===== src/rtl/iwc_pkg.sv =====
package iwc_pkg;

  // data-space addresses of the option register and the block status register
  localparam logic [7:0] IWC_OPT_ADDR    = 8'hc8;  // interrupt_option_control, write only
  localparam logic [7:0] IWC_STATUS_ADDR = 8'hcf;  // read-only status of this block
  localparam logic [7:0] IWC_OPT_RESET   = 8'h00;  // option register after reset
  localparam logic [7:0] IWC_OPT_WMASK   = 8'h70;  // only bits 6..4 are stored
  localparam logic [7:0] IWC_RDATA_IDLE  = 8'h00;  // read data outside a read answer

  // option register field positions
  localparam int IWC_SENSE_BIT = 6;  // sense_select_bit
  localparam int IWC_POL_BIT   = 5;  // polarity_bit
  localparam int IWC_ENA_BIT   = 4;  // global_enable

  // status register field positions (bits 4..0 carry the vector requests)
  localparam int IWC_ST_HALT_BIT = 5;  // core halted in wait, stop or stabilisation
  localparam int IWC_ST_STAB_BIT = 6;  // oscillator stabilisation running

  // vector numbers, also bit positions of the request vector
  localparam int IWC_VEC_NMI = 0;
  localparam int IWC_VEC_1   = 1;
  localparam int IWC_VEC_2   = 2;
  localparam int IWC_VEC_3   = 3;
  localparam int IWC_VEC_4   = 4;
  localparam int IWC_NUM_VEC = 5;

  // oscillator stabilisation after stop, in system clock cycles
  localparam logic [11:0] IWC_STAB_CYCLES = 12'd2048;
  localparam logic [11:0] IWC_STAB_ONE    = 12'd1;
  localparam logic [11:0] IWC_STAB_ZERO   = 12'd0;

  // power state, one-hot
  typedef enum logic [3:0] {
    IWC_PS_RUN  = 4'b0001,  // executing
    IWC_PS_WAIT = 4'b0010,  // clock running, core frozen
    IWC_PS_STOP = 4'b0100,  // oscillator halted
    IWC_PS_STAB = 4'b1000   // waiting for the oscillator after stop
  } iwc_pstate_t;

  // peripheral events, active high levels from their flags
  typedef struct packed {
    logic timer_overflow_event;
    logic conversion_done_event;
    logic reload_overflow_event;
    logic reload_compare_event;
    logic reload_edge_event;
    logic serial_done_event;
  } iwc_periph_ev_t;

  // per-event mask bits held in the peripherals
  typedef struct packed {
    logic timer_overflow_mask;
    logic conversion_done_mask;
    logic reload_overflow_mask;
    logic reload_compare_mask;
    logic reload_edge_mask;
    logic serial_done_mask;
  } iwc_periph_mask_t;

  // one 8-bit port: direction, option, data registers and pin levels
  typedef struct packed {
    logic [7:0] dir;
    logic [7:0] opt;
    logic [7:0] data;
    logic [7:0] pins;
  } iwc_port_t;

endpackage


===== src/rtl/iwc_edge_latch.sv =====
`timescale 1ns/1ps
// edge-triggered request latch: first edge is held until the routine starts
module iwc_edge_latch (
  input  wire logic i_clk_sys,  // system clock
  input  wire logic i_reset,    // synchronous reset, active high
  input  wire logic i_line,     // source line level, idle high
  input  wire logic i_rise,     // 1 = rising edge, 0 = falling edge
  input  wire logic i_clear,    // routine start acknowledge
  output logic      o_pend      // latched request
);

  logic line_q;  // previous line level
  logic pend_q;  // request latch
  logic evt;     // selected edge this cycle

  // line idles high, so reset to one keeps reset release free of false edges
  always_ff @(posedge i_clk_sys) begin
    if (i_reset) begin
      line_q <= 1'b1;
    end else begin
      line_q <= i_line;
    end
  end

  assign evt = i_rise ? (i_line & ~line_q) : (~i_line & line_q);

  // a new edge in the clearing cycle wins, so that request is not lost
  always_ff @(posedge i_clk_sys) begin
    if (i_reset) begin
      pend_q <= 1'b0;
    end else begin
      pend_q <= evt | (pend_q & ~i_clear);
    end
  end

  assign o_pend = pend_q;

endmodule


===== src/rtl/iwc_intc.sv =====
// Strobed register access was left to the implementer.
`timescale 1ns/1ps
// Function
// - option register at C8, write-only, resets zero
// - unused option bits have no effect
// - bit 6 selects level or edge, source one
// - bit 5 selects source two edge polarity
// - polarity one rising, zero falling
// - bit 4 enables all maskable sources
// - non-maskable serviced, but no wake when disabled
// - timer overflow and conversion done to vector 4
// - three reload timer events onto vector 3
// - serial done event onto vector 2
// - ports A/B vector 1, port C vector 2
// - wait halts core, clock keeps running
// - wake from wait without stabilisation delay
// - stop only without watchdog, oscillator halts
// - stop with watchdog active acts as wait
// - wake from stop inserts stabilisation delay
// - reset ends wait or stop
// - wake leaves oscillator selection unchanged
// - main-program wake services handler, then continues
// - wake inside non-maskable handler resumes next instruction
// - low-power instruction skipped while request pending
module iwc_intc (
  input  wire logic                      i_clk_sys,      // system clock, 200 MHz
  input  wire logic                      i_reset,        // synchronous reset, active high
  input  wire logic [7:0]                i_addr,         // register address
  input  wire logic [7:0]                i_wdata,        // register write data
  input  wire logic                      i_wr,           // write strobe
  input  wire logic                      i_rd,           // read strobe
  output logic      [7:0]                o_rdata,        // read data, cycle after strobe
  input  wire logic                      i_nmi_n,        // non-maskable pin, falling edge
  input  wire iwc_pkg::iwc_port_t        i_port_a,       // port A registers and pins
  input  wire iwc_pkg::iwc_port_t        i_port_b,       // port B registers and pins
  input  wire iwc_pkg::iwc_port_t        i_port_c,       // port C registers and pins
  input  wire iwc_pkg::iwc_periph_ev_t   i_periph_ev,    // peripheral event flags
  input  wire iwc_pkg::iwc_periph_mask_t i_periph_mask,  // peripheral mask bits
  input  wire logic [4:0]                i_ack,          // core starts routine of vector n
  input  wire logic                      i_wait_exec,    // core executes wait
  input  wire logic                      i_stop_exec,    // core executes stop
  input  wire logic                      i_in_nmi,       // core is in non-maskable mode
  input  wire logic                      i_wdog_active,  // watchdog running
  output logic [4:0]                     o_irq_req,      // requests to core, bit = vector
  output logic                           o_core_halt,    // core must not execute
  output logic                           o_osc_stop,     // oscillator halted
  output logic                           o_wake,         // pulse: core resumes
  output logic                           o_resume_next,  // pulse: resume next instr
  output logic                           o_lp_skip       // pulse: low-power instr skipped
);

  // option register and its fields
  logic [7:0]          opt_q;        // interrupt_option_control
  logic                sense_select_bit;
  logic                polarity_bit;
  logic                global_enable;

  // source lines, idle high, low while some enabled pin is low
  logic [7:0]          pin_en_a;     // pin interrupt enables per port
  logic [7:0]          pin_en_b;
  logic [7:0]          pin_en_c;
  logic                line1;        // source one line (ports A and B)
  logic                line2;        // source two line (port C and serial)
  logic                line2_q;      // previous source two line, for checks

  // requests
  logic                nmi_pend;
  logic                src1_edge;
  logic                src2_pend;
  logic                req1_raw;
  logic                req3_raw;
  logic                req4_raw;
  logic [4:0]          req;          // requests after the global enable
  logic                pending;      // any enabled request
  logic                wake_req;     // wake condition

  // power control
  iwc_pkg::iwc_pstate_t state_q;
  iwc_pkg::iwc_pstate_t state_d;
  logic [11:0]         stab_q;       // stabilisation countdown
  logic                nmi_ctx_q;    // low-power entered inside non-maskable handler
  logic                lp_cmd;       // wait or stop executed this cycle
  logic                wake_q;
  logic                resume_q;
  logic                skip_q;
  logic [7:0]          rdata_q;
  logic [7:0]          status;

  // register write port: only bits 6..4 are kept, so unused bits can never act
  always_ff @(posedge i_clk_sys) begin
    if (i_reset) begin
      opt_q <= iwc_pkg::IWC_OPT_RESET;
    end else if (i_wr && (i_addr == iwc_pkg::IWC_OPT_ADDR)) begin
      opt_q <= i_wdata & iwc_pkg::IWC_OPT_WMASK;
    end
  end

  assign sense_select_bit = opt_q[iwc_pkg::IWC_SENSE_BIT];
  assign polarity_bit     = opt_q[iwc_pkg::IWC_POL_BIT];
  assign global_enable    = opt_q[iwc_pkg::IWC_ENA_BIT];

  // status byte: vector requests, halt and stabilisation flags
  always_comb begin
    status = 8'h00;
    status[4:0] = req;
    status[iwc_pkg::IWC_ST_HALT_BIT] = o_core_halt;
    status[iwc_pkg::IWC_ST_STAB_BIT] = (state_q == iwc_pkg::IWC_PS_STAB);
  end

  // read port; the option register reads as zero since it is write-only,
  // which is why a bit set or clear on it cannot work
  always_ff @(posedge i_clk_sys) begin
    if (i_reset) begin
      rdata_q <= iwc_pkg::IWC_RDATA_IDLE;
    end else if (i_rd && (i_addr == iwc_pkg::IWC_STATUS_ADDR)) begin
      rdata_q <= status;
    end else begin
      rdata_q <= iwc_pkg::IWC_RDATA_IDLE;
    end
  end

  assign o_rdata = rdata_q;

  // a pin joins the interrupt system as input, option set, data clear
  assign pin_en_a = ~i_port_a.dir & i_port_a.opt & ~i_port_a.data;
  assign pin_en_b = ~i_port_b.dir & i_port_b.opt & ~i_port_b.data;
  assign pin_en_c = ~i_port_c.dir & i_port_c.opt & ~i_port_c.data;

  // ports A and B share source one; port C and the serial event share source two
  assign line1 = &((~pin_en_a | i_port_a.pins) & (~pin_en_b | i_port_b.pins));
  assign line2 = &(~pin_en_c | i_port_c.pins) &
                 ~(i_periph_ev.serial_done_event & i_periph_mask.serial_done_mask);

  // non-maskable request: falling edge, latched until its routine starts
  iwc_edge_latch u_nmi_latch (
    .i_clk_sys (i_clk_sys),
    .i_reset   (i_reset),
    .i_line    (i_nmi_n),
    .i_rise    (1'b0),
    .i_clear   (i_ack[iwc_pkg::IWC_VEC_NMI]),
    .o_pend    (nmi_pend)
  );

  // source one edge mode always detects the falling edge
  iwc_edge_latch u_src1_latch (
    .i_clk_sys (i_clk_sys),
    .i_reset   (i_reset),
    .i_line    (line1),
    .i_rise    (1'b0),
    .i_clear   (i_ack[iwc_pkg::IWC_VEC_1]),
    .o_pend    (src1_edge)
  );

  // source two is always edge sensitive, polarity from the option register
  iwc_edge_latch u_src2_latch (
    .i_clk_sys (i_clk_sys),
    .i_reset   (i_reset),
    .i_line    (line2),
    .i_rise    (polarity_bit),
    .i_clear   (i_ack[iwc_pkg::IWC_VEC_2]),
    .o_pend    (src2_pend)
  );

  // level mode has no storage: the request lasts only while the line is low
  assign req1_raw = sense_select_bit ? ~line1 : src1_edge;

  // sources three and four are plain levels of masked events
  assign req3_raw = (i_periph_ev.reload_overflow_event & i_periph_mask.reload_overflow_mask) |
                    (i_periph_ev.reload_compare_event  & i_periph_mask.reload_compare_mask)  |
                    (i_periph_ev.reload_edge_event     & i_periph_mask.reload_edge_mask);
  assign req4_raw = (i_periph_ev.timer_overflow_event  & i_periph_mask.timer_overflow_mask) |
                    (i_periph_ev.conversion_done_event & i_periph_mask.conversion_done_mask);

  // global enable gates every source except the non-maskable one
  always_comb begin
    req = 5'h00;
    req[iwc_pkg::IWC_VEC_NMI] = nmi_pend;
    req[iwc_pkg::IWC_VEC_1]   = global_enable & req1_raw;
    req[iwc_pkg::IWC_VEC_2]   = global_enable & src2_pend;
    req[iwc_pkg::IWC_VEC_3]   = global_enable & req3_raw;
    req[iwc_pkg::IWC_VEC_4]   = global_enable & req4_raw;
  end

  assign o_irq_req = req;
  assign pending   = |req;
  // with the enable low nothing wakes the core, the non-maskable one included
  assign wake_req  = global_enable & pending;
  assign lp_cmd    = i_wait_exec | i_stop_exec;

  // power state transitions
  always_comb begin
    state_d = state_q;
    unique case (state_q)
      iwc_pkg::IWC_PS_RUN: begin
        if (lp_cmd && !pending) begin
          if (i_stop_exec && !i_wdog_active) begin
            state_d = iwc_pkg::IWC_PS_STOP;
          end else begin
            state_d = iwc_pkg::IWC_PS_WAIT;
          end
        end
      end
      iwc_pkg::IWC_PS_WAIT: begin
        if (wake_req) begin
          state_d = iwc_pkg::IWC_PS_RUN;
        end
      end
      iwc_pkg::IWC_PS_STOP: begin
        if (wake_req) begin
          state_d = iwc_pkg::IWC_PS_STAB;
        end
      end
      iwc_pkg::IWC_PS_STAB: begin
        if (stab_q == iwc_pkg::IWC_STAB_ONE) begin
          state_d = iwc_pkg::IWC_PS_RUN;
        end
      end
      default: begin
        state_d = iwc_pkg::IWC_PS_RUN;                         // illegal code recovers
      end
    endcase
  end

  // reset always returns to run, whatever low-power state was active
  always_ff @(posedge i_clk_sys) begin
    if (i_reset) begin
      state_q <= iwc_pkg::IWC_PS_RUN;
    end else begin
      state_q <= state_d;
    end
  end

  // stabilisation countdown, loaded on the wake from stop
  always_ff @(posedge i_clk_sys) begin
    if (i_reset) begin
      stab_q <= iwc_pkg::IWC_STAB_ZERO;
    end else if (state_q == iwc_pkg::IWC_PS_STOP && wake_req) begin
      stab_q <= iwc_pkg::IWC_STAB_CYCLES;
    end else if (stab_q != iwc_pkg::IWC_STAB_ZERO) begin
      stab_q <= stab_q - iwc_pkg::IWC_STAB_ONE;
    end
  end

  // remember whether low power was entered from the non-maskable handler
  always_ff @(posedge i_clk_sys) begin
    if (i_reset) begin
      nmi_ctx_q <= 1'b0;
    end else if (state_q == iwc_pkg::IWC_PS_RUN && lp_cmd && !pending) begin
      nmi_ctx_q <= i_in_nmi;
    end
  end

  // wake, resume and skip pulses; requests stay on o_irq_req after a
  // main-program wake, so the core vectors to the handler first
  always_ff @(posedge i_clk_sys) begin
    if (i_reset) begin
      wake_q   <= 1'b0;
      resume_q <= 1'b0;
      skip_q   <= 1'b0;
    end else begin
      wake_q   <= (state_q != iwc_pkg::IWC_PS_RUN) && (state_d == iwc_pkg::IWC_PS_RUN);
      resume_q <= (state_q != iwc_pkg::IWC_PS_RUN) && (state_d == iwc_pkg::IWC_PS_RUN) &&
                  nmi_ctx_q;
      skip_q   <= (state_q == iwc_pkg::IWC_PS_RUN) && lp_cmd && pending;
    end
  end

  // oscillator only stops; its source selection lives elsewhere and a wake
  // never touches it
  assign o_osc_stop    = (state_q == iwc_pkg::IWC_PS_STOP);
  assign o_core_halt   = (state_q != iwc_pkg::IWC_PS_RUN);
  assign o_wake        = wake_q;
  assign o_resume_next = resume_q;
  assign o_lp_skip     = skip_q;

  // helper: previous source two line for the edge check
  always_ff @(posedge i_clk_sys) begin
    if (i_reset) begin
      line2_q <= 1'b1;
    end else begin
      line2_q <= line2;
    end
  end

  // checks
  property p_opt_read_zero;
    @(posedge i_clk_sys) disable iff (i_reset)
      (i_rd && i_addr == iwc_pkg::IWC_OPT_ADDR) |=> (o_rdata == iwc_pkg::IWC_RDATA_IDLE);
  endproperty
  a_opt_read_zero: assert property (p_opt_read_zero) else $error("option register read not zero");

  property p_unused_bits;
    @(posedge i_clk_sys) disable iff (i_reset)
      (i_wr && i_addr == iwc_pkg::IWC_OPT_ADDR) |=>
        (opt_q == ($past(i_wdata) & iwc_pkg::IWC_OPT_WMASK));
  endproperty
  a_unused_bits: assert property (p_unused_bits) else $error("unused option bits stored");

  property p_level_mode;
    @(posedge i_clk_sys) disable iff (i_reset)
      (sense_select_bit && global_enable && !line1) |-> o_irq_req[1];
  endproperty
  a_level_mode: assert property (p_level_mode) else $error("level request on source one missing");

  property p_rise_edge;
    @(posedge i_clk_sys) disable iff (i_reset)
      (polarity_bit && line2 && !line2_q && global_enable) |=> o_irq_req[2];
  endproperty
  a_rise_edge: assert property (p_rise_edge) else $error("rising edge on source two lost");

  property p_ena_masks;
    @(posedge i_clk_sys) disable iff (i_reset)
      !global_enable |-> (o_irq_req[4:1] == 4'h0);
  endproperty
  a_ena_masks: assert property (p_ena_masks) else $error("maskable request while disabled");

  property p_nmi_no_wake;
    @(posedge i_clk_sys) disable iff (i_reset)
      (state_q == iwc_pkg::IWC_PS_WAIT && !global_enable) |=> (state_q == iwc_pkg::IWC_PS_WAIT);
  endproperty
  a_nmi_no_wake: assert property (p_nmi_no_wake) else $error("wake while globally disabled");

  property p_vec4;
    @(posedge i_clk_sys) disable iff (i_reset)
      (global_enable && i_periph_ev.timer_overflow_event && i_periph_mask.timer_overflow_mask)
        |-> o_irq_req[4];
  endproperty
  a_vec4: assert property (p_vec4) else $error("timer overflow not on vector 4");

  property p_wait_wake;
    @(posedge i_clk_sys) disable iff (i_reset)
      (state_q == iwc_pkg::IWC_PS_WAIT && wake_req) |=> (!o_core_halt && o_wake);
  endproperty
  a_wait_wake: assert property (p_wait_wake) else $error("wait wake not immediate");

  property p_stop_as_wait;
    @(posedge i_clk_sys) disable iff (i_reset)
      (state_q == iwc_pkg::IWC_PS_RUN && i_stop_exec && i_wdog_active && !pending)
        |=> (state_q == iwc_pkg::IWC_PS_WAIT && !o_osc_stop);
  endproperty
  a_stop_as_wait: assert property (p_stop_as_wait) else $error("stop not turned into wait");

  property p_stop_stab;
    @(posedge i_clk_sys) disable iff (i_reset)
      (state_q == iwc_pkg::IWC_PS_STOP && wake_req) |=> (o_core_halt && !o_wake) [*8];
  endproperty
  a_stop_stab: assert property (p_stop_stab) else $error("no stabilisation after stop");

  property p_skip;
    @(posedge i_clk_sys) disable iff (i_reset)
      (state_q == iwc_pkg::IWC_PS_RUN && lp_cmd && pending) |=> (o_lp_skip && !o_core_halt);
  endproperty
  a_skip: assert property (p_skip) else $error("low-power entered with request pending");

  property p_cov_wait;
    @(posedge i_clk_sys) disable iff (i_reset)
      (state_q == iwc_pkg::IWC_PS_WAIT) ##1 o_wake;
  endproperty
  c_cov_wait: cover property (p_cov_wait);

  property p_cov_stop;
    @(posedge i_clk_sys) disable iff (i_reset)
      (state_q == iwc_pkg::IWC_PS_STAB) ##1 (state_q == iwc_pkg::IWC_PS_RUN);
  endproperty
  c_cov_stop: cover property (p_cov_stop);

  property p_cov_skip;
    @(posedge i_clk_sys) disable iff (i_reset)
      o_lp_skip;
  endproperty
  c_cov_skip: cover property (p_cov_skip);

  property p_cov_resume;
    @(posedge i_clk_sys) disable iff (i_reset)
      o_resume_next;
  endproperty
  c_cov_resume: cover property (p_cov_resume);

endmodule


===== config.mk =====
export PLATFORM = sky130hd
export DESIGN_NAME = iwc_intc
export DESIGN_NICKNAME = d
export VERILOG_FILES = /design/src/rtl/iwc_pkg.sv /design/src/rtl/iwc_edge_latch.sv /design/src/rtl/iwc_intc.sv
export SDC_FILE = /design/constraint.sdc
export NUM_CORES = 1
export LEC_CHECK = 0
export ABC_AREA = 1
export BUFFER_PORTS_ARGS = -buffer_cell sky130_fd_sc_hd__buf_2
export CORE_MARGIN = 2
export CORE_UTILIZATION = 40
export CTS_CLUSTER_DIAMETER = 150
export DETAILED_ROUTE_END_ITERATION = 10
export GPL_ROUTABILITY_DRIVEN = 0
export PLACE_DENSITY = 0.92
export SYNTH_ARGS = -nofsm -noshare
export SYNTH_HDL_FRONTEND = slang
export SYNTH_SLANG_ARGS = --single-unit

===== constraint.sdc =====
create_clock -name i_clk_sys -period 1.9 [get_ports i_clk_sys]
set_input_delay 0.38 -clock i_clk_sys [delete_from_list [all_inputs] [get_ports i_clk_sys]]
set_output_delay 0.38 -clock i_clk_sys [all_outputs]
set_load 0.02 [all_outputs]

# Yosys cells after proc, flatten, opt, wreduce, memory -nomap -nowiden
# Index checks and enable logic that the tools add are counted.
totals:
  register_bits: 37
  latchBits: 0
  mem_bits_rw: 0
  mem_bits_ro: 0
  in_bits: 138
  out_inout_bits: 18
  mem_count: 0
op_classes:
  addsub: 1
  n_mul: 0
  div_mod_pow: 0
  order_cmp: 0
  eq_ne: 9
  n_shift: 0
  n_mux: 10
  bitwise: 54
  n_reduce_logical: 19
ops:
  columns: ["operator", "n"]
  rows:
  - ["inverter 8 bit", 9]
  - ["AND 8 bit", 7]
  - ["two-way mux 12 bit", 2]
  - ["bitwise OR 8 bit", 3]
  - ["AND 1 bit", 19]
  - ["== test 8 bit (second input constant)", 2]
  - ["two-way mux 4 bit", 4]
  - ["case mux 4 bit (4 select lines)", 1]
  - ["AND reduction 8 bit", 2]
  - ["== test 12 x 1 -> 1 bit (second input constant)", 1]
  - ["nonzero test 12 bit", 1]
  - ["subtractor 12 x 1 -> 12 bit (second input constant)", 1]
  - ["logical AND 1 bit", 10]
  - ["inverter 1 bit", 9]
  - ["== test 4 x 1 -> 1 bit (second input constant)", 2]
  - ["bitwise OR 1 bit", 7]
  - ["OR reduction 5 bit", 1]
  - ["== test 4 x 2 -> 1 bit (second input constant)", 1]
  - ["== test 4 x 3 -> 1 bit (second input constant)", 1]
  - ["== test 4 bit (second input constant)", 1]
  - ["!= test 4 x 1 -> 1 bit (second input constant)", 1]
  - ["OR reduction 2 bit", 2]
  - ["two-way mux 3 bit", 1]
  - ["zero test 1 bit", 2]
  - ["2 further kinds", 3]

# Logic depth before layout (Yosys ltp)
# Gate-level depths: netlist of the first run.
logic_depth:
  word_depth: 18
  ltp_mapped: 14

# By module
# Synthesis of the first run repeated with hierarchy kept, for this count alone.
unflattened:
  cells_unflattened: 335
  hier_area_um2: 2125.8
by_module_without_submodules:
  columns: ["mod", "instances", "cells_per_inst", "area_each_um2", "seq_area_each_um2"]
  rows:
  - ["iwc_intc", 1, 293, 1859.3, 600.6]
  - ["iwc_edge_latch", 3, 14, 88.8, 40.0]

# Worst setup path after synthesis of the first run
# Ideal clock, no wire load.
synth_path:
  path_kind: "input -> output"
  startpoint: "in i_port_a[22] (netlist name)"
  endpoint: "out o_irq_req[1]"
  t_arrival_ps: 1129
  required_time_ps: 1520
  setup_slack_ps: 391
  path_stages: 11
  n_path_buf: 1
  path_cell_list: "inv_1 -> nor2_1 -> nand2_1 -> nand2_1 -> nor2_1 -> nand2_1 -> nor2_2 -> nand2_1 -> nand2_2 -> inv_1 -> buf_4"
synth_between:
  elab_chain_len: 9
synth_lines:
  columns: ["element", "line_no", "text"]
  rows:
  - ["from (decl)", "iwc_intc.sv:34", "input wire iwc_pkg::iwc_port_t i_port_a,"]
  - ["AND 8 bit (2 in series)", "iwc_intc.sv:125", "assign pin_en_a = ~i_port_a.dir & i_port_a.opt & ~i_port_a.data;"]
  - ["inverter 8 bit", "iwc_intc.sv:130", "assign line1 = &((~pin_en_a | i_port_a.pins) & (~pin_en_b | i_port_b.pins));"]
  - ["bitwise OR 8 bit", "iwc_intc.sv:130", null]
  - ["AND 8 bit", "iwc_intc.sv:130", null]
  - ["AND reduction 8 bit", "iwc_intc.sv:130", null]
  - ["inverter 1 bit", "iwc_intc.sv:165", "assign req1_raw = sense_select_bit ? ~line1 : src1_edge;"]
  - ["two-way mux 1 bit", "iwc_intc.sv:165", null]
  - ["AND 1 bit", "iwc_intc.sv:178", "req[iwc_pkg::IWC_VEC_1] = global_enable & req1_raw;"]
  - ["to (decl)", "iwc_intc.sv:44", "output logic [4:0] o_irq_req,"]
# No other way between the ends.

# Final worst setup path of the first run
layout_path:
  startpoint: "reg stab_q[0]"
  endpoint: "reg stab_q[11]"
layout_between:
  elab_chain_len: 3
  word_cells_on_any_way: 5
layout_lines:
  columns: ["element", "line_no", "text"]
  rows:
  - ["from (decl)", "iwc_intc.sv:80", "logic [11:0] stab_q;"]
  - ["from (signal assigned)", "iwc_intc.sv:236", "stab_q <= iwc_pkg::IWC_STAB_ZERO;"]
  - ["from (signal assigned)", "iwc_intc.sv:238", "stab_q <= iwc_pkg::IWC_STAB_CYCLES;"]
  - ["from (signal assigned)", "iwc_intc.sv:240", "stab_q <= stab_q - iwc_pkg::IWC_STAB_ONE;"]
  - ["subtractor 12 x 1 -> 12 bit", "iwc_intc.sv:240", null]
  - ["two-way mux 12 bit", "iwc_intc.sv:239", "end else if (stab_q != iwc_pkg::IWC_STAB_ZERO) begin"]
  - ["two-way mux 12 bit", "iwc_intc.sv:237", "end else if (state_q == iwc_pkg::IWC_PS_STOP && wake_req) begin"]
# Several ways; a longest one is shown, not always the timed one. The select of a mux whose other input is x is not followed.
# A chain may end at the register's enable or synchronous reset.

==> metrics.md, run 1 <==
| Metric | Value |
|---|---|
| Number of max-slew violations in the final report | `0` |
| EDFF count, synth | `0` |
| Reg2Reg Launch Point | `stab_q[0]` |
| Die X | `75.52 um` |
| P_leak | `1.667 nW` |
| # fillers | `450` |
| WP data arrival | `1.95 ns` |
| Critical path's largest stage delay | `0.35 ns` |
| Peak Freq | `0.5762 GHz` |
| Post-Layout Cell Count | `534` |
| Hold Path Sink | `u_nmi_latch.o_pend` |
| Layout cell share with drive strength beyond 1 | `0.3728` |
| Max_cap viols | `0` |
| Core Footprint | `5010 sq um` |
| Setup Skew | `0.006920 ns` |
| Status | `finished, final reports clean` |
| CP Data Required Time | `2.12 ns` |
| Placed Cells | `526` |
| Cell count of the worst reg-to-reg path | `10` |
| Drt pass-1 iters | `4` |
| Total CTS buffers | `5` |
| Grt ovf | `0` |
| Crit. End Element | `flop` |
| Worst Hold Slack | `0.2926 ns` |
| Remaining DRCs | `0` |
| Cts repair resizes | `0` |
| Vias per cell | `4.597` |
| CTS sink count | `36` |
| Worst-path cell chain | `inv_1 -> ha_1 -> inv_1 -> nor2_2 -> nand2_1 -> nor2_4 -> nor2_1 -> nand3_1 -> xor2_1 -> a21oi_1` |
| Setup TNS | `0 ns` |
| Critical Path Slowest Stage Cell | `dfxtp_1` |
| Hold buffers post-CTS | `0` |
| Critical Path Start Type | `flop` |
| RSZ-0062 raised after global routing | `no` |
| # IOs | `156` |
| Starting DRT DRC Count | `89` |
| Library cells used by synthesis | `33` |
| R2R Path End | `stab_q[11]` |
| Final ANT Viol Nets | `0` |
| Post-CTS Setup Inserts | `0` |
| Register Area | `720.7 sq um` |
| Crit path max-delay family | `simple AND/OR/NAND/NOR gates` |
| Area of the multi-input gates | `1075 sq um` |
| Number of global-route vias before repair | `2449` |
| Tmin final | `1.736 ns` |
| Area delta synth->final | `42.32%` |
| Row count | `26` |
| Die footprint | `5703 sq um` |
| Final setup violation count | `0` |
| GRT Resource Usage Total | `0.2153` |
| First-pass GRT wire length | `9.528 mm` |
| CP Max Fanout | `5` |
| Worst-path clk slew | `0.07 ns` |
| Mapped Area | `2046 sq um` |
| Design Power | `0.002714 W` |
| Hold Vio Cnt, Final | `0` |
| Period utilization | `0.9135` |
| Syn nets | `456` |
| Mapped Avg Cell Area | `6.474 sq um` |
| Starting Density | `0.4083` |
| Reg2reg setup slack | `0.16 ns` |
| Ys Warns | `0` |
| CTS Root Cell | `clkbuf_8` |
| CTS tree | `yes` |
| Pwr/cell area | `932.2 nW/um^2` |
| Die height | `75.52 um` |
| Ys async rst share | `0` |
| Vias | `2455` |
| Type of the tightest min-delay check | `primary input to flop` |
| Initial antenna violation count | `0` |
| Largest net degree at the start of global routing | `14` |
| Wire length per cell | `10.77 um` |
| Post-Synthesis Cells | `316` |
| HP Start | `i_ack[0]` |
| #FFs+latches synth | `36` |
| Nets | `603` |
| Skew-Pair Late Insertion Delay | `0.29 ns` |
| CTS H-tree lvls | `2` |
| Seq/Total Area, Yosys | `0.3523` |
| Kind of critical path | `flop to flop` |
| WP buf/inv | `2` |
| Ys flop type | `dfxtp_1` |
| Drt total wl | `5.749 mm` |
| DP Wirelength | `4.859 mm` |
| Diode count | `0` |
| Clock Path Buffers | `2` |
| Hold Crit Depth | `2` |
| Max VDD drop | `407.8 uV` |
| Cell mode on critical path | `inv_1` |
| Port Buffers | `147` |
==> area by class of cell <==
class	count	share of cell area
Multi-Input combinational cell	221	0.3691
Timing Repair Buffer	149	0.2578
Sequential cell	36	0.2475
Inverter	50	0.06446
Clock buffer	8	0.03094
Tap cell	70	0.03008
==> worst max path at each step <==
stage | from | end | slack, ns | cells after the start
6_report | stab_q[0] | stab_q[11] | 0.16 | 10
5_1_grt | i_port_a[18] | o_irq_req[1] | 0.003 | 12
4_1_cts | i_port_a[18] | o_irq_req[1] | 0.13 | 12
3_5_place_dp | i_port_a[18] | stab_q[8] | 0.14 | 14
3_3_place_gp | i_port_a[18] | stab_q[8] | 0.18 | 14
2_1_floorplan | i_port_a[22] | o_irq_req[1] | 0.39 | 11
==> where the power goes <==
part           internal, W  leakage, nW  switching, W
clock network     0.000295       0.0455      0.000255
logic             0.000483         1.33      0.000677
registers         0.000898        0.295      0.000106
==> cell usage after synthesis, types with 4 or more instances <==
library cell   n  area share
nor2_1        67        0.12
nand2_1       64        0.12
inv_1         50       0.092
dfxtp_1       36        0.35
nand3_1       21       0.051
a21oi_1       10       0.024
nand3b_1       9       0.033
o21ai_0        8       0.020
buf_4          6       0.022
a21oi_2        5       0.021
nand4_1        5       0.015
nor4_1         4       0.012
==> registers in the layout, summed over array words and instances, names as in the netlist <==
signal / count
o_wake: 1
u_src2_latch.o_pend: 1
stab_q: 12
u_nmi_latch.line_q: 1
nmi_ctx_q: 1
state_q: 4
o_lp_skip: 1
opt_q: 3
o_rdata: 7
u_src1_latch.line_q: 1
u_src1_latch.o_pend: 1
u_src2_latch.line_q: 1
o_resume_next: 1
u_nmi_latch.o_pend: 1
==> placed cells by master (no fill, tap or decap) <==
master and instances:
a211oi_1 1, a21boi_2 1, a21oi_1 10, a21oi_2 5
a31oi_1 1, and3_1 1, buf_2 147, buf_4 2
clkbuf_1 2, clkbuf_8 6, conb_1 1, dfxtp_1 36
ha_1 2, inv_1 50, nand2_1 63, nand2_2 4
nand3_1 21, nand3_2 1, nand3b_1 9, nand4_1 5
nor2_1 67, nor2_2 3, nor2_4 1, nor3_1 2
nor3_2 1, nor4_1 4, o21a_1 1, o21ai_0 8
o32ai_1 2, or2_2 2, or3_1 1, xnor2_1 2
xor2_1 2
==> metrics by stage <==
stage               cell area [sq um]    util  setup WS (ns)
finish                           2912  0.5812         0.1644
global route                     2912  0.5812       0.002588
CTS                              2909  0.5807         0.1331
detailed placement               2819  0.5627         0.1373
global placement                 2819  0.5627         0.1753
floorplan                        2046       -         0.3911
==> routing by layer <==
layer	up-vias	wire [um]	track usage
li1	1278	-	-
met1	1062	2238	0.2171
met4	0	99	0.08967
met3	12	508	0.07143
met2	103	2903	0.4029
met5	-	0	0
==> logic make-up (layout without fill, tap and decap cells) <==
logic type / Yosys count / in the layout / share of synthesized area
simple gates: 185 / 185 / 0.4031
buf+inv: 59 / 207 / 0.1235
flops: 36 / 36 / 0.3523
compound gates: 29 / 29 / 0.08991
xor+xnor: 4 / 4 / 0.01713
fa+ha+maj: 2 / 2 / 0.01223
other cells: 1 / 1 / 0.001833
==> worst register-to-register path, cell delays in order, from the launching register on <==
cell     delay, ns
dfxtp_1       0.35
inv_1         0.10
ha_1          0.22
inv_1         0.08
nor2_2        0.06
nand2_1       0.14
nor2_4        0.06
nor2_1        0.18
nand3_1       0.14
xor2_1        0.17
a21oi_1       0.17
No activity file was read; power rests on OpenSTA's default activity.
==> run 2: changes to the inputs <==
- RECOVER_POWER: default -> 100
- SLEW_MARGIN: default -> 20
==> metrics.md, run 2 (same netlist as run 1, synthesis figures left out) <==
| Metric | Value |
|---|---|
| Critical path's largest stage delay | `0.35 ns` |
| Setup TNS | `0 ns` |
| Number of global-route vias before repair | `2449` |
| Wire length per cell | `10.79 um` |
| P_leak | `1.594 nW` |
| Worst Hold Slack | `0.2945 ns` |
| Slew @ Worst Pin | `0.5633 ns` |
| Area after DPL | `2819 sq um` |
| Clock Path Buffers | `2` |
| Status | `finished, final reports clean` |
| Cts repair resizes | `0` |
| WP buf/inv | `2` |
| Hold Vio Cnt, Final | `0` |
| Vias | `2470` |
| Design Power | `0.002672 W` |
| CTS H-tree lvls | `2` |
| Final ANT Viol Nets | `0` |
| Layout cell share with drive strength beyond 1 | `0.3168` |
| Total CTS buffers | `5` |
| RSZ-0062 raised after global routing | `no` |
| Slew margin rel. | `0.6245` |
| Crit path max-delay family | `simple AND/OR/NAND/NOR gates` |
| DP Wirelength | `4.859 mm` |
| Area delta synth->final | `39.51%` |
| Tmin final | `1.750 ns` |
| Die X | `75.52 um` |
| Post-CTS Setup Inserts | `0` |
| Skew-Pair Late Insertion Delay | `0.29 ns` |
| Nets | `603` |
| Hold buffers post-CTS | `0` |
| Setup Skew | `0.006038 ns` |
| Worst-path clk slew | `0.07 ns` |
| Number of max-slew violations in the final report | `0` |
| Remaining DRCs | `0` |
| CTS Root Cell | `clkbuf_8` |
| WP data arrival | `1.90 ns` |
| # IOs | `156` |
| CP Max Fanout | `5` |
| Starting DRT DRC Count | `110` |
| First-pass GRT wire length | `9.528 mm` |
| Peak Freq | `0.5716 GHz` |
| Pwr/cell area | `936.2 nW/um^2` |
| Type of the tightest min-delay check | `primary input to flop` |
| Kind of critical path | `flop to flop` |
| Max reg flops | `12` |
| Worst-path cell chain | `inv_1 -> ha_1 -> inv_1 -> nor2_2 -> nand2_1 -> nor2_4 -> nor2_1 -> nand3_1 -> xor2_1 -> a21oi_1` |
| Initial antenna violation count | `0` |
| Period utilization | `0.9208` |
| GRT Resource Usage Total | `0.2153` |
| Grt ovf | `0` |
| Starting Density | `0.4083` |
| Core Footprint | `5010 sq um` |
| Max VDD drop | `398.9 uV` |
| Most flop-heavy register | `stab_q` |
| Critical Path Start Type | `flop` |
| CTS sink count | `36` |
| Commonest non-fill, non-tap cells in the layout | `buf_2 (131), nor2_1 (67), nand2_1 (65), inv_1 (50), dfxtp_1 (36)` |
| CTS tree | `yes` |
| Largest net degree at the start of global routing | `14` |
| Die height | `75.52 um` |
| Max_cap viols | `0` |
| Drt total wl | `5.763 mm` |
| Diode count | `0` |
| Crit. End Element | `flop` |
| Row count | `26` |
| Port Buffers | `147` |
| Critical Path Slowest Stage Cell | `dfxtp_1` |
| Cell mode on critical path | `inv_1` |
| Vias per cell | `4.625` |
| Die footprint | `5703 sq um` |
| Most common cell after layout, fill and taps aside | `buf_2` |
| CP Data Required Time | `2.05 ns` |
| Final setup violation count | `0` |
| Final instance area | `2854 sq um` |
| Drt pass-1 iters | `4` |
## run 2: cell count changes in the layout (fill, tap and decap cells not counted), moves of 2 or more
| cell | change |
|---|---|
| nand2_1 | +2 |
| nand2_2 | -2 |
| a21oi_1 | +4 |
| buf_2 | -16 |
| clkbuf_1 | +17 |
| a21oi_2 | -4 |
## run 2: path summary, 6_finish.rpt
kind	start	cells after the start	to	slack (ns)
hold reg to reg	nmi_ctx_q	2	o_resume_next	0.46
hold / removal	i_ack[0]	2	u_nmi_latch.o_pend	0.29
setup / recovery	stab_q[0]	10	stab_q[11]	0.15
setup reg to reg	stab_q[0]	10	stab_q[11]	0.15
## run 2: through the flow
step,setup WS [ns],std cells,util
finish,0.1504,534,0.5697
global route,0.004538,534,0.5697
CTS,0.1331,534,0.5807
detailed placement,0.1373,526,0.5627
global placement,0.1753,526,0.5627
floorplan,0.3911,316,-
## run 2: cell type report
class	instances	area, sq um
multi-input combinational	221	1041
clock buffer	8	90.09
inverter	50	187.7
tap	70	87.58
fill	471	2156
timing repair buffer	149	726.9
sequential	36	720.7
## run 2: power by group
group | internal [W] | switching, W | total, W
Clock | 0.000295 | 0.000256 | 0.000551
Sequential | 0.000898 | 0.000105 | 0.00100
Combinational | 0.000464 | 0.000654 | 0.00112
## run 2: routing by layer
| layer | global-route usage | part of all wire | up-vias |
|---|---|---|---|
| li1 | - | - | 1280 |
| met1 | 0.2171 | 0.39 | 1073 |
| met2 | 0.4029 | 0.50 | 105 |
| met3 | 0.07143 | 0.084 | 12 |
| met4 | 0.08967 | 0.017 | 0 |
| met5 | 0 | 0 | - |
==> run 3: changes to the inputs <==
- CAP_MARGIN: default -> 20
- clock period: 1.9 -> 1.93 ns (I/O delays scaled with it)
==> metrics.md, run 3 (same netlist as run 1, synthesis figures left out) <==
| Metric | Value |
|---|---|
| CP Data Required Time | `1.54 ns` |
| Vias | `2434` |
| Most common cell after layout, fill and taps aside | `buf_2` |
| Worst-path clk slew | `0.07 ns` |
| Largest net degree at the start of global routing | `14` |
| Drt pass-1 iters | `5` |
| Die height | `75.52 um` |
| Slew margin rel. | `0.6097` |
| Final ANT Viol Nets | `0` |
| Commonest non-fill, non-tap cells in the layout | `buf_2 (130), nor2_1 (67), nand2_1 (66), inv_1 (50), dfxtp_1 (36)` |
| CP Max Fanout | `4` |
| Port Buffers | `147` |
| DP Wirelength | `4.909 mm` |
| Starting Density | `0.4083` |
| Grt ovf | `0` |
| CTS tree | `yes` |
| Area delta synth->final | `39.20%` |
| Setup TNS | `0 ns` |
| # IOs | `156` |
| Area after DPL | `2819 sq um` |
| Kind of critical path | `flop to output pin` |
| Initial antenna violation count | `0` |
| Layout cell share with drive strength beyond 1 | `0.3218` |
| Crit. End Element | `output pin` |
| Type of the tightest min-delay check | `primary input to flop` |
| Wire length per cell | `10.52 um` |
| Max VDD drop | `476.5 uV` |
| Period utilization | `0.8987` |
| Final instance area | `2848 sq um` |
| Max reg flops | `12` |
| Peak Freq | `0.5765 GHz` |
| Core Footprint | `5010 sq um` |
| Number of max-slew violations in the final report | `0` |
| GRT Resource Usage Total | `0.2086` |
| RSZ-0062 raised after global routing | `no` |
| Final setup violation count | `0` |
| Design Power | `0.002571 W` |
| Number of global-route vias before repair | `2377` |
| Max_cap viols | `0` |
| Starting DRT DRC Count | `176` |
| Pwr/cell area | `902.8 nW/um^2` |
| Hold Vio Cnt, Final | `0` |
| Layout Utilization | `0.5684` |
| Vias per cell | `4.567` |
| First-pass GRT wire length | `9.321 mm` |
| Remaining DRCs | `0` |
| Drt total wl | `5.607 mm` |
| Post-CTS Setup Inserts | `0` |
| Cts repair resizes | `0` |
| CTS sink count | `36` |
| Most flop-heavy register | `stab_q` |
| Die X | `75.52 um` |
| Slew @ Worst Pin | `0.5854 ns` |
| Status | `finished, final reports clean` |
| Clock Path Buffers | `2` |
| Setup Skew | `0.007218 ns` |
| P_leak | `1.591 nW` |
| Die footprint | `5703 sq um` |
| Critical Path Start Type | `flop` |
| Tmin final | `1.735 ns` |
| CTS Root Cell | `clkbuf_8` |
| Diode count | `0` |
| Nets | `603` |
| Total CTS buffers | `5` |
| WP data arrival | `1.35 ns` |
| Skew-Pair Late Insertion Delay | `0.29 ns` |
| Row count | `26` |
| Hold buffers post-CTS | `0` |
| CTS H-tree lvls | `2` |
[run 3: final cells by class]
cell class / count / area [sq um]
clock buffers: 5 / 68.82
clock inverters: 2 / 12.51
fillers: 472 / 2162
inverters: 50 / 187.7
multi-input cells: 221 / 1042
flip-flops and latches: 36 / 720.7
well taps: 70 / 87.58
repair buffers: 149 / 728.2
[run 3: layer usage]
layer / part of all wire / global-route usage / vias up
met5: 0 / 0 / -
met4: 0.015 / 0.07797 / 0
met3: 0.092 / 0.06614 / 9
met2: 0.50 / 0.3816 / 104
met1: 0.39 / 0.2232 / 1049
li1: - / - / 1272
[run 3: power breakdown]
part           total (W)  internal [W]  switching (W)
combinational    0.00108      0.000458       0.000624
sequential      0.000990      0.000884       0.000105
clock           0.000500      0.000244       0.000256
[run 3: final timing paths]
path | slack, ns | start | end | cells past startpoint
setup / recovery | 0.20 | state_q[3] | o_core_halt | 5
hold reg to reg | 0.45 | nmi_ctx_q | o_resume_next | 2
setup reg to reg | 0.23 | stab_q[0] | stab_q[11] | 10
hold / removal | 0.30 | i_ack[0] | u_nmi_latch.o_pend | 2
[run 3: stage by stage]
stage	setup WS, ns	hold WS, ns	cells
CTS	0.1808	0.2999	533
detailed placement	0.1568	0.4460	526
global placement	0.1956	0.4323	526
global route	0.03621	0.2991	533
finish	0.1955	0.3006	533
floorplan	0.4091	0.4169	316
[run 3: critical path: stages (launching register included)]
cell and delay [ns]:
dfxtp_1 0.34, nor2_1 0.13, inv_1 0.05, nor3_1 0.22
inv_1 0.13, buf_2 0.18
